===== src/core/fault_regs_pkg.sv =====
// Package: offsets, field positions and reset values of the fault status registers
package fault_regs_pkg;
  localparam int unsigned addr_w = 8;
  localparam int unsigned data_w = 16;
  localparam int unsigned pair_n = 8;
  localparam logic [7:0] supply_fault_flags_off = 8'h0e;
  localparam logic [7:0] boost_fault_flags_off = 8'h10;
  localparam logic [15:0] flags_reset = 16'h0000;
  localparam logic [7:0] pairs_reset = 8'h00;
  // Pair index k: status bit 2k+1, clear bit 2k
  localparam int unsigned cfg_check_fail_pair = 7;
  localparam int unsigned ext_sync_lost_pair = 6;
  localparam int unsigned pump_fault_pair = 5;
  localparam int unsigned pump_cap_absent_pair = 4;
  localparam int unsigned input_overcurrent_pair = 3;
  localparam int unsigned core_undervolt_pair = 2;
  localparam int unsigned input_overvolt_pair = 1;
  localparam int unsigned input_undervolt_pair = 0;
  localparam int unsigned thermal_trip_pair = 7;
  localparam int unsigned boost_low_overvolt_pair = 0;
  // Boost pairs that feed the interrupt pin; the low over-voltage pair does not
  localparam logic [7:0] boost_pin_mask = 8'hfe;
  localparam logic [7:0] supply_pin_mask = 8'hff;
endpackage


===== src/core/fault_pair_bank.sv =====
// Sticky fault flags for one register: eight status/clear pairs
`timescale 1ns/10ps
module fault_pair_bank #(
  parameter int unsigned pairs = 8
) (
  input wire logic clock,
  input wire logic arst_n,
  input wire logic [pairs-1:0] detect,
  input wire logic wr_en,
  input wire logic [2*pairs-1:0] wr_data,
  output logic [pairs-1:0] flags
);
  import fault_regs_pkg::*;

  // Elaboration check: the register word holds exactly eight pairs
  if (pairs != pair_n) begin : g_pairs_check
    $error("fault_pair_bank: pairs must be %0d", pair_n);
  end

  logic [pairs-1:0] flags_ff;
  logic [pairs-1:0] nxt_flags;

  // Clear needs both bits of the pair high in one write; detection wins
  always_comb begin
    nxt_flags = flags_ff;
    for (int k = 0; k < pairs; k++) begin
      if (wr_en && wr_data[2*k+1] && wr_data[2*k]) begin
        nxt_flags[k] = 1'b0;
      end
      if (detect[k]) begin
        nxt_flags[k] = 1'b1;
      end
    end
  end

  // Flags reset clear
  always_ff @(posedge clock or negedge arst_n) begin
    if (!arst_n) begin
      flags_ff <= pairs_reset;
    end else begin
      flags_ff <= nxt_flags;
    end
  end

  assign flags = flags_ff;
endmodule


===== src/core/fault_status_clear_regs.sv =====
// Fault status register bank: supply and boost sticky flags with paired clears
//
// Function
// - Supply fault register at 0Eh, resets zero
// - Boost fault register at 10h, resets zero
// - Status bit reads one when fault seen
// - Clear needs status and clear bits together
// - Valid clear without same-cycle detection drops flag and pin contribution
// - Supply bit 15 config check, 14 clear
// - Supply bit 13 sync lost, 12 clear
// - Supply bit 11 pump fault, 10 clear
// - Supply bit 9 pump cap, 8 clear
// - Supply bit 7 input overcurrent, 6 clear
// - Supply bit 5 core undervolt, 4 clear
// - Supply bit 3 input overvolt, 2 clear
// - Supply bit 1 input undervolt, 0 clear
// - Boost bit 15 thermal trip, paired clear
// - Boost low overvolt clear skips pin
`timescale 1ns/10ps
module fault_status_clear_regs (
  input wire logic clock,
  input wire logic arst_n,
  input wire logic [fault_regs_pkg::pair_n-1:0] supply_detect,
  input wire logic [fault_regs_pkg::pair_n-1:0] boost_detect,
  input wire logic reg_wr,
  input wire logic [fault_regs_pkg::addr_w-1:0] reg_addr,
  input wire logic [fault_regs_pkg::data_w-1:0] reg_wdata,
  output logic [fault_regs_pkg::data_w-1:0] reg_rdata,
  output logic fault_int_n
);
  import fault_regs_pkg::*;

  logic [pair_n-1:0] supply_flags;
  logic [pair_n-1:0] boost_flags;
  logic supply_wr;
  logic boost_wr;
  logic [data_w-1:0] supply_view;
  logic [data_w-1:0] boost_view;
  logic [data_w-1:0] nxt_rdata;
  logic [data_w-1:0] rdata_ff;
  logic nxt_int_n;
  logic int_n_ff;
  // Named fault views, read by the checks at the bottom
  logic cfg_check_fail_flag;
  logic ext_sync_lost_flag;
  logic pump_fault_flag;
  logic pump_cap_absent_flag;
  logic input_overcurrent_flag;
  logic core_undervolt_flag;
  logic input_overvolt_flag;
  logic input_undervolt_flag;
  logic thermal_trip_flag;
  logic boost_low_overvolt_flag;
  // Valid clear requests: both bits of a pair in one write
  logic cfg_check_fail_ack;
  logic ext_sync_lost_ack;
  logic pump_fault_ack;
  logic pump_cap_absent_ack;
  logic input_overcurrent_ack;
  logic core_undervolt_ack;
  logic input_overvolt_ack;
  logic input_undervolt_ack;
  logic thermal_trip_ack;
  logic boost_low_overvolt_ack;

  // Address decode of the two register words
  assign supply_wr = reg_wr && (reg_addr == supply_fault_flags_off);
  assign boost_wr = reg_wr && (reg_addr == boost_fault_flags_off);

  // Named views of the stored flags
  assign cfg_check_fail_flag = supply_flags[cfg_check_fail_pair];
  assign ext_sync_lost_flag = supply_flags[ext_sync_lost_pair];
  assign pump_fault_flag = supply_flags[pump_fault_pair];
  assign pump_cap_absent_flag = supply_flags[pump_cap_absent_pair];
  assign input_overcurrent_flag = supply_flags[input_overcurrent_pair];
  assign core_undervolt_flag = supply_flags[core_undervolt_pair];
  assign input_overvolt_flag = supply_flags[input_overvolt_pair];
  assign input_undervolt_flag = supply_flags[input_undervolt_pair];
  assign thermal_trip_flag = boost_flags[thermal_trip_pair];
  assign boost_low_overvolt_flag = boost_flags[boost_low_overvolt_pair];

  // Clear requests with bit positions written out per field,
  // so a slip in the pair arithmetic shows up in the checks
  assign cfg_check_fail_ack = supply_wr && reg_wdata[15] && reg_wdata[14];
  assign ext_sync_lost_ack = supply_wr && reg_wdata[13] && reg_wdata[12];
  assign pump_fault_ack = supply_wr && reg_wdata[11] && reg_wdata[10];
  assign pump_cap_absent_ack = supply_wr && reg_wdata[9] && reg_wdata[8];
  assign input_overcurrent_ack = supply_wr && reg_wdata[7] && reg_wdata[6];
  assign core_undervolt_ack = supply_wr && reg_wdata[5] && reg_wdata[4];
  assign input_overvolt_ack = supply_wr && reg_wdata[3] && reg_wdata[2];
  assign input_undervolt_ack = supply_wr && reg_wdata[1] && reg_wdata[0];
  assign thermal_trip_ack = boost_wr && reg_wdata[15] && reg_wdata[14];
  assign boost_low_overvolt_ack = boost_wr && reg_wdata[1] && reg_wdata[0];

  // Supply pairs, bit order 15..0 follows the pair index
  fault_pair_bank #(.pairs(pair_n)) u_supply (
    .clock(clock),
    .arst_n(arst_n),
    .detect(supply_detect),
    .wr_en(supply_wr),
    .wr_data(reg_wdata),
    .flags(supply_flags)
  );

  // Boost pairs, thermal trip at the top pair
  fault_pair_bank #(.pairs(pair_n)) u_boost (
    .clock(clock),
    .arst_n(arst_n),
    .detect(boost_detect),
    .wr_en(boost_wr),
    .wr_data(reg_wdata),
    .flags(boost_flags)
  );

  // Status in odd bits, clear bits read back zero since they never store
  always_comb begin
    supply_view = flags_reset;
    boost_view = flags_reset;
    for (int k = 0; k < pair_n; k++) begin
      supply_view[2*k+1] = supply_flags[k];
      boost_view[2*k+1] = boost_flags[k];
    end
  end

  // Next values of the output registers; unmapped offsets read zero
  always_comb begin
    case (reg_addr)
      supply_fault_flags_off: nxt_rdata = supply_view;
      boost_fault_flags_off: nxt_rdata = boost_view;
      default: nxt_rdata = flags_reset;
    endcase
    // Pin low while any pin-enabled flag is set; low overvolt kept off the pin
    nxt_int_n = ~(|(supply_flags & supply_pin_mask) | |(boost_flags & boost_pin_mask));
  end

  // Output registers
  always_ff @(posedge clock or negedge arst_n) begin
    if (!arst_n) begin
      rdata_ff <= flags_reset;
      int_n_ff <= 1'b1;
    end else begin
      rdata_ff <= nxt_rdata;
      int_n_ff <= nxt_int_n;
    end
  end

  assign reg_rdata = rdata_ff;
  assign fault_int_n = int_n_ff;

  // Checks
  a_set_sticks: assert property (@(posedge clock) disable iff (!arst_n)
    supply_detect[0] |=> supply_flags[0]) else $error("detected fault not recorded");
  a_half_write: assert property (@(posedge clock) disable iff (!arst_n)
    (supply_wr && !reg_wdata[0] && supply_flags[0]) |=> supply_flags[0]) else $error("half clear dropped flag");
  a_full_clear: assert property (@(posedge clock) disable iff (!arst_n)
    (boost_wr && reg_wdata[15] && reg_wdata[14] && !boost_detect[7]) |=> !boost_flags[7])
    else $error("thermal clear ignored");
  a_pin_follow: assert property (@(posedge clock) disable iff (!arst_n)
    supply_flags[7] |=> !fault_int_n) else $error("pin not asserted");
  a_low_ovp_pin: assert property (@(posedge clock) disable iff (!arst_n)
    (boost_flags == 8'h01 && supply_flags == 8'h00) |=> fault_int_n) else $error("low overvolt drove pin");
  a_read_supply: assert property (@(posedge clock) disable iff (!arst_n)
    (reg_addr == supply_fault_flags_off) |=> reg_rdata[15] == $past(supply_flags[7])) else $error("bad supply read");
  a_read_boost: assert property (@(posedge clock) disable iff (!arst_n)
    (reg_addr == boost_fault_flags_off) |=> reg_rdata[1] == $past(boost_flags[0])) else $error("bad boost read");
  a_clear_bits_zero: assert property (@(posedge clock) disable iff (!arst_n)
    reg_rdata[0] == 1'b0 && reg_rdata[14] == 1'b0) else $error("clear bit read high");

  // Per-fault clears; a detection in the same cycle is left out since it wins
  a_cfg_check_clear: assert property (@(posedge clock) disable iff (!arst_n)
    (cfg_check_fail_ack && !supply_detect[cfg_check_fail_pair]) |=> !cfg_check_fail_flag)
    else $error("config check clear ignored");
  a_sync_lost_clear: assert property (@(posedge clock) disable iff (!arst_n)
    (ext_sync_lost_ack && !supply_detect[ext_sync_lost_pair]) |=> !ext_sync_lost_flag)
    else $error("sync lost clear ignored");
  a_pump_clear: assert property (@(posedge clock) disable iff (!arst_n)
    (pump_fault_ack && !supply_detect[pump_fault_pair]) |=> !pump_fault_flag)
    else $error("pump fault clear ignored");
  a_pump_cap_clear: assert property (@(posedge clock) disable iff (!arst_n)
    (pump_cap_absent_ack && !supply_detect[pump_cap_absent_pair]) |=> !pump_cap_absent_flag)
    else $error("pump cap clear ignored");
  a_overcurrent_clear: assert property (@(posedge clock) disable iff (!arst_n)
    (input_overcurrent_ack && !supply_detect[input_overcurrent_pair]) |=> !input_overcurrent_flag)
    else $error("overcurrent clear ignored");
  a_core_uv_clear: assert property (@(posedge clock) disable iff (!arst_n)
    (core_undervolt_ack && !supply_detect[core_undervolt_pair]) |=> !core_undervolt_flag)
    else $error("core undervolt clear ignored");
  a_overvolt_clear: assert property (@(posedge clock) disable iff (!arst_n)
    (input_overvolt_ack && !supply_detect[input_overvolt_pair]) |=> !input_overvolt_flag)
    else $error("input overvolt clear ignored");
  a_undervolt_clear: assert property (@(posedge clock) disable iff (!arst_n)
    (input_undervolt_ack && !supply_detect[input_undervolt_pair]) |=> !input_undervolt_flag)
    else $error("input undervolt clear ignored");
  a_low_ovp_clear: assert property (@(posedge clock) disable iff (!arst_n)
    (boost_low_overvolt_ack && !boost_detect[boost_low_overvolt_pair]) |=> !boost_low_overvolt_flag)
    else $error("low overvolt clear ignored");

  // Stored flags move only by detection or a valid clear; then the thermal read and the pin release
  a_flag_holds: assert property (@(posedge clock) disable iff (!arst_n)
    (thermal_trip_flag && !thermal_trip_ack) |=> thermal_trip_flag)
    else $error("thermal flag dropped without clear");
  a_write_no_set: assert property (@(posedge clock) disable iff (!arst_n)
    (!input_undervolt_flag && !supply_detect[input_undervolt_pair]) |=> !input_undervolt_flag)
    else $error("flag set without detection");
  a_thermal_read: assert property (@(posedge clock) disable iff (!arst_n)
    (reg_addr == boost_fault_flags_off) |=> reg_rdata[15] == $past(thermal_trip_flag))
    else $error("bad thermal read");
  a_pin_release: assert property (@(posedge clock) disable iff (!arst_n)
    (supply_flags == 8'h00 && boost_flags[7:1] == 7'h00) |=> fault_int_n)
    else $error("pin held without pin fault");

  // Main scenarios; the pin trails the flag by one register stage
  c_supply_clear: cover property (@(posedge clock) disable iff (!arst_n)
    supply_flags[3] ##1 !supply_flags[3]);
  c_thermal_set: cover property (@(posedge clock) disable iff (!arst_n)
    boost_detect[7] ##2 !fault_int_n);
  c_set_on_clear: cover property (@(posedge clock) disable iff (!arst_n)
    supply_wr && reg_wdata[1:0] == 2'h3 && supply_detect[0]);
  c_low_ovp_clear: cover property (@(posedge clock) disable iff (!arst_n)
    (boost_low_overvolt_flag && boost_low_overvolt_ack) ##1 !boost_low_overvolt_flag);
  c_pin_release: cover property (@(posedge clock) disable iff (!arst_n)
    !fault_int_n ##1 fault_int_n);
endmodule


===== config.mk =====
export PLATFORM = sky130hd
export DESIGN_NAME = fault_status_clear_regs
export DESIGN_NICKNAME = d
export VERILOG_FILES = /design/src/core/fault_regs_pkg.sv /design/src/core/fault_pair_bank.sv /design/src/core/fault_status_clear_regs.sv
export SDC_FILE = /design/constraint.sdc
export NUM_CORES = 1
export LEC_CHECK = 0
export BUFFER_PORTS_ARGS = -buffer_cell sky130_fd_sc_hd__buf_4
export CAP_MARGIN = 10
export CORE_ASPECT_RATIO = 1.75
export CORE_UTILIZATION = 44
export CTS_CLUSTER_SIZE = 25
export DETAILED_ROUTE_END_ITERATION = 8
export GPL_TIMING_DRIVEN = 1
export PLACE_DENSITY_LB_ADDON = 0.1
export REMOVE_ABC_BUFFERS = 1
export SYNTH_ARGS = -nofsm -noshare
export SYNTH_HDL_FRONTEND = slang
export SYNTH_SLANG_ARGS = --single-unit

===== constraint.sdc =====
create_clock -name clock -period 0.9 [get_ports clock]
set_input_delay 0.27 -clock clock [delete_from_list [all_inputs] [get_ports clock]]
set_output_delay 0.27 -clock clock [all_outputs]
set_load 0.01 [all_outputs]

==> results of run 1 <==
logic make-up after synthesis:
logic type,Yosys count
other,1
AOI/OAI and AO/OA,24
DFF,25
and+or+nand+nor,58
buffers and inverters,13
where the power goes:
group	total, mW	internal (mW)	switching (mW)
clock network	0.644	0.309	0.335
logic	0.283	0.160	0.123
registers	1.13	1.12	0.00132
total	2.05	1.59	0.460
tightest hold or removal path, cell delays in order:
cell and delay (ps):
buf_4 80, nor2_1 40, a21oi_2 80
cells in the final DEF, fill, tap and decap left out:
master and n:
a21oi_1 2, a21oi_2 13, a21oi_4 1, a22oi_1 7, a22oi_2 1, and4_1 1, and4b_1 1, buf_12 1
buf_4 54, buf_6 11, buf_8 1, clkbuf_8 3, clkinv_2 1, conb_1 8, dfrtp_1 24, dfstp_2 1
dlygate4sd3_1 1, nand3_1 8, nor2_1 35, nor2_2 4, nor2_4 1, nor2b_4 2, nor3_1 1, nor4_1 1
nor4_2 2, nor4b_4 1, or4_4 1
routing by layer:
metal	share of wire, %	global-route usage, %
met5	0	0
met4	0.72	5.56
met3	3.8	2.86
met2	60	39.1
met1	36	25.3
through the flow:
stage	utilization (%)	hold WS, ps	total power [mW]
5_1_grt	73.0	250	2.15
3_5_place_dp	64.2	190	1.41
3_3_place_gp	64.2	186	1.40
4_1_cts	70.6	242	2.06
2_1_floorplan	-	-25.6	1.21
6_report	73.0	245	2.05
registers in the layout (all words and copies together), names as in the netlist:
signal	count
reg_rdata	8
u_boost.flags	8
fault_int_n	1
u_supply.flags	8
repair_timing:
item / in CTS / in global routing
buffers inserted: 1 / 1
gates resized for setup: 22 / 13
hold buffers: 1 / 0
pin swaps: 4 / 3
hold endpoints to repair: 24 / 0
setup endpoints to repair: 34 / 34
final cells by class:
cell class / count / area, µm² / area share (%)
clock buffer: 3 / 41.3 / 2.24
sequential: 25 / 627 / 34.1
tap: 26 / 32.5 / 1.77
timing repair buffer: 68 / 574 / 31.2
multi-input combinational: 90 / 561 / 30.5
clock inverter: 1 / 5.00 / 0.272
how the worst min path moves through the flow:
stage,from,to,slack [ps],cells past startpoint
6_report,boost_detect[6],u_boost.flags[6],240,3
5_1_grt,boost_detect[4],u_boost.flags[4],250,3
4_1_cts,supply_detect[2],u_supply.flags[2],240,3
3_5_place_dp,arst_n,u_boost.flags[6],190,1
3_3_place_gp,arst_n,u_boost.flags[6],190,1
2_1_floorplan,arst_n,reg_rdata[11],-30,0
==> results.sh, run 1 <==
export IMPL_cts_max_path_buffers=2
export IMPL_synth_top_family_by_area="simple AND/OR/NAND/NOR gates"
export IMPL_worstPathCellList="buf_6, or4_4, nor2b_4, a21oi_1"
export IMPL_vdd_ir_drop_max_uv=1310
export IMPL_cpMaxStageDelayCell="or4_4"
export IMPL_drc=0
export IMPL_grt_pass1_wl_um=4490
export IMPL_diodes=0
export IMPL_initial_utilization_pct=46.6
export IMPL_crit_path_start_kind="input pin"
export IMPL_hpwl_um=2120
export IMPL_critPathBufInv=1
export IMPL_p_per_area_nw_per_um2=1120
export IMPL_synth_simple_gate_area_share_pct=25.1
export IMPL_reg2regPathDepth=2
export IMPL_ys_flop_type="dfrtp_1"
export IMPL_cp_startpoint="reg_addr[0]"
export IMPL_endpoint="u_supply.flags[1]"
export IMPL_clock_sinks=25
export IMPL_ys_top_cells_by_count="nor2_1 (40), dfrtp_1 (24), a21oi_1 (14)"
export IMPL_cts_root_buf="clkbuf_8"
export IMPL_wirelength_um=2800
export IMPL_fin_nets=231
export IMPL_ant_nets=0
export IMPL_die_h_um=70.4
export IMPL_fin_ws_ps=-278
export IMPL_crit_type="input pin to flop"
export IMPL_synthXorXnorAreaFrac_pct=0
export IMPL_fp_coreArea_um2=2520
export IMPL_synth_edf_count=0
export IMPL_final_setup_tns_ps=-7070
export IMPL_end_kind="flop"
export IMPL_min_path_type="input pin to flop"
export IMPL_first_pass_iters=4
export IMPL_dp_cells=206
export IMPL_synth_area_leaders="dfrtp_1 (51%), nor2_1 (13%), a21oi_1 (6.0%)"
export IMPL_maxSlewViolCount=0
export IMPL_yosysTopAreaCell="dfrtp_1"
export IMPL_critPathTopFamily="simple AND/OR/NAND/NOR gates"
export IMPL_fillCellCount=194
export IMPL_ys_seq_area_share_pct=53.4
export IMPL_setup_violations=34
export IMPL_ys_types=18
export IMPL_ios=60
export IMPL_final_hold_violation_count=0
export IMPL_synth_seq_cells=25
export IMPL_maxCapViolations=0
export IMPL_yosys_warnings=0
export IMPL_min_period_ps=1180
export IMPL_synth_most_common_cell="nor2_1"
export IMPL_clkTransAtPathRegs_ps=90
export IMPL_globalRouteTotalUtil_pct=22.0
export IMPL_synthMuxAreaShare_pct=0
export IMPL_io_buffers=51
export IMPL_viasPerCell=5.18
export IMPL_htreeDepth=1
export IMPL_drive_gt1_share_pct=52.4
export IMPL_antenna_found_initial=0
export IMPL_clk_latency_ps=260
export IMPL_avgRoutedWirePerCell_um=13.1
export IMPL_synth_area_um2=1170
export IMPL_dpl_instance_area_um2=1620
export IMPL_finalCritPeriodShare_pct=131
export IMPL_numCtsBuffers=3
export IMPL_async_flop_share_pct=100
export IMPL_synth_compound_area_share_pct=12.6
export IMPL_status="finished, violations left"
export IMPL_cts_tree="yes"
export IMPL_cpPeakStageDelay_ps=570
export IMPL_path_depth=4
export IMPL_synth_adder_area_share_pct=0
export IMPL_r2r_start="u_supply.flags[4]"
export IMPL_overflow=0
export IMPL_grt_pass1_vias=1072
export IMPL_grt_max_degree=26
export IMPL_worstPathMaxFanout=8
export IMPL_failed_checks="setup timing"
export IMPL_leakage_nw=0.777
export IMPL_arrival_ps=1320
export IMPL_required_ps=1040
export IMPL_rsz0062_at_grt="true"
export IMPL_dp_slack_ps=-603
export IMPL_num_rows=24
export IMPL_gp_congestion=0.779
export IMPL_die_w_um=41.1
export IMPL_stdcell_count=213
export IMPL_drtIter0Drc=22
export IMPL_synthCells=121
export IMPL_fp_dieArea_um2=2890
export IMPL_area_delta_synth_final_pct=56.7
export IMPL_skew_ps=3.50
export IMPL_reg2reg_slack_ps=-70
export IMPL_reg2reg_to="fault_int_n"
export IMPL_vias=1103
export IMPL_clock_fmax_ghz=0.849
export IMPL_design_area_um2=1840
export IMPL_netlist_area_leader_share_pct=51.1
export IMPL_avgSynthCellArea_um2=9.71
Note: power is estimated with default switching activity, not from simulation.
==> inputs of run 2 (changes only) <==
--- a/config.mk
+++ b/config.mk
@@ -8,7 +8,7 @@
 export BUFFER_PORTS_ARGS = -buffer_cell sky130_fd_sc_hd__buf_4
 export CAP_MARGIN = 10
 export CORE_ASPECT_RATIO = 1.75
-export CORE_UTILIZATION = 44
+export CORE_UTILIZATION = 48
 export CTS_CLUSTER_SIZE = 25
 export DETAILED_ROUTE_END_ITERATION = 8
 export GPL_TIMING_DRIVEN = 1
==> constraint.sdc (replaced) <==
create_clock -name clock -period 1.4 [get_ports clock]
set_input_delay 0.42 -clock clock [delete_from_list [all_inputs] [get_ports clock]]
set_output_delay 0.42 -clock clock [all_outputs]
set_load 0.01 [all_outputs]
==> run 2 against run 1 <==
Effect of this change:
- the flow now finishes without violations
- highest routed layer unchanged
- power down 35%
- sequential power down 36%
- via count down 5.3%
- cell area down 14%
- largest cell class unchanged
- sequential share of layout area up 5.5 points
- final cell count down 7.0%
- register-to-register slack better by 430 ps
- critical path type unchanged
- global-route usage up 2.5 points
- clock skew up 2.0 ps
==> results.sh, run 2 (same netlist as run 1, synthesis figures left out) <==
export IMPL_status="completed"
export IMPL_gp_congestion=0.739
export IMPL_viasPerCell=5.28
export IMPL_clk_latency_ps=270
export IMPL_finalCritPeriodShare_pct=95.0
export IMPL_leakage_nw=0.693
export IMPL_drtIter0Drc=31
export IMPL_fillCellCount=207
export IMPL_grt_pass1_wl_um=4410
export IMPL_clkTransAtPathRegs_ps=80
export IMPL_first_pass_iters=4
export IMPL_cts_setup_buffers=0
export IMPL_p_seq_share_pct=54.7
export IMPL_cts_tree="yes"
export IMPL_p_per_area_nw_per_um2=837
export IMPL_final_hold_violation_count=0
export IMPL_min_path_type="input pin to async pin"
export IMPL_seq_area_um2=627
export IMPL_globalRouteTotalUtil_pct=24.5
export IMPL_power_mw=1.32
export IMPL_antenna_found_initial=0
export IMPL_num_rows=23
export IMPL_die_w_um=39.4
export IMPL_ant_nets=0
export IMPL_skew_ps=5.49
export IMPL_rsz0062_at_grt="false"
export IMPL_die_h_um=67.4
export IMPL_numCtsBuffers=3
export IMPL_vdd_ir_drop_max_uv=699
export IMPL_crit_path_start_kind="input pin"
export IMPL_critPathBufInv=1
export IMPL_final_cell_mix="buf_4 (54), nor2_1 (40), dfrtp_1 (24)"
export IMPL_fin_nets=217
export IMPL_cts_max_path_buffers=2
export IMPL_area_delta_synth_final_pct=34.7
export IMPL_worstPathCellList="buf_4, or4_4, nor2b_4, a21oi_1"
export IMPL_wirelength_um=2710
export IMPL_p_int_mw=1.02
export IMPL_critPathTopFamily="simple AND/OR/NAND/NOR gates"
export IMPL_diodes=0
export IMPL_fp_coreArea_um2=2300
export IMPL_grt_pass1_vias=988
export IMPL_fp_dieArea_um2=2660
export IMPL_cts_resized=0
export IMPL_comb_power_share_pct=12.7
export IMPL_initial_utilization_pct=51.0
export IMPL_setup_violations=0
export IMPL_multi_input_area_um2=473
export IMPL_cpPeakStageDelay_ps=570
export IMPL_layout_commonest_cell="buf_4"
export IMPL_power_frac_clock_pct=32.7
export IMPL_ios=60
export IMPL_io_buffers=51
export IMPL_required_ps=1550
export IMPL_end_kind="flop"
export IMPL_crit_type="input pin to flop"
export IMPL_worstPathMaxFanout=8
export IMPL_stdcell_count=198
export IMPL_drive_gt1_share_pct=37.6
export IMPL_swShare_pct=23.2
export IMPL_power_switching_mw=0.307
export IMPL_hpwl_um=2070
export IMPL_overflow=0
export IMPL_cpMaxStageDelayCell="or4_4"
export IMPL_avgRoutedWirePerCell_um=13.7
export IMPL_clock_sinks=25
export IMPL_maxSlewViolCount=0
export IMPL_dp_cells=194
export IMPL_arrival_ps=1480
export IMPL_cts_root_buf="clkbuf_8"
export IMPL_grt_max_degree=26
export IMPL_htreeDepth=1
export IMPL_min_period_ps=1330
export IMPL_drc=0
export IMPL_vias=1045
export IMPL_maxCapViolations=0
export IMPL_ctsHoldBuffers=0
export IMPL_clock_fmax_ghz=0.752
run 2: stage by stage:
step | hold WS (ps) | setup slack (ps) | utilization, % | setup TNS [ps] | instance area (µm²)
floorplan | 124 | -39.3 | - | -398 | 1100
global placement | 335 | -216 | 66.7 | -3350 | 1540
detailed placement | 340 | -235 | 66.7 | -3650 | 1540
CTS | 42.4 | 54.6 | 68.8 | 0 | 1580
global route | 40.6 | 19.3 | 68.8 | 0 | 1580
finish | 37.0 | 70.5 | 68.8 | 0 | 1580
run 2: cell type report:
| cell class | instances | share of cell area (%) |
|---|---|---|
| Tap cell | 25 | 1.98 |
| Timing Repair Buffer | 54 | 25.6 |
| Sequential cell | 25 | 39.6 |
| Multi-Input combinational cell | 90 | 29.9 |
| Clock inverter | 1 | 0.316 |
| Clock buffer | 3 | 2.61 |
run 2: power by group through the flow:
stage,combinational (mW),sequential (mW),clock [mW]
CTS,0.169,0.724,0.441
floorplan,0.0402,0.739,0
finish,0.168,0.724,0.433
global route,0.184,0.724,0.474
global placement,0.164,0.738,0
detailed placement,0.168,0.738,0
run 2: path summary, 6_finish.rpt:
path                                     endpoint  cells after the start              start  slack [ps]
worst max-delay path             u_boost.flags[0]                      4        reg_addr[5]          70
worst min-delay path                 reg_rdata[1]                      1             arst_n          40
worst max register to register        fault_int_n                      2  u_supply.flags[2]         360
worst min register to register   u_boost.flags[1]                      2   u_boost.flags[1]         560
max in group asynchronous             fault_int_n                      1             arst_n        1070
min in group clock              u_supply.flags[3]                      3   supply_detect[3]         390
run 2: worst reg2reg max path, delay by kind of cell, from the launching register on:
| family | cells | cell delay, ps |
|---|---|---|
| flops | 1 | 410 |
| simple gates | 2 | 580 |
run 2: layer usage:
layer  GRT usage (%)  part of all wire [%]  vias to the layer above  wire length, µm
li1                -                     -                      503                -
met1            28.0                    35                      492              947
met2            43.4                    58                       46             1560
met3            2.96                   6.0                        4              163
met4            10.3                   1.4                        0               37
met5               0                     0                        -                0
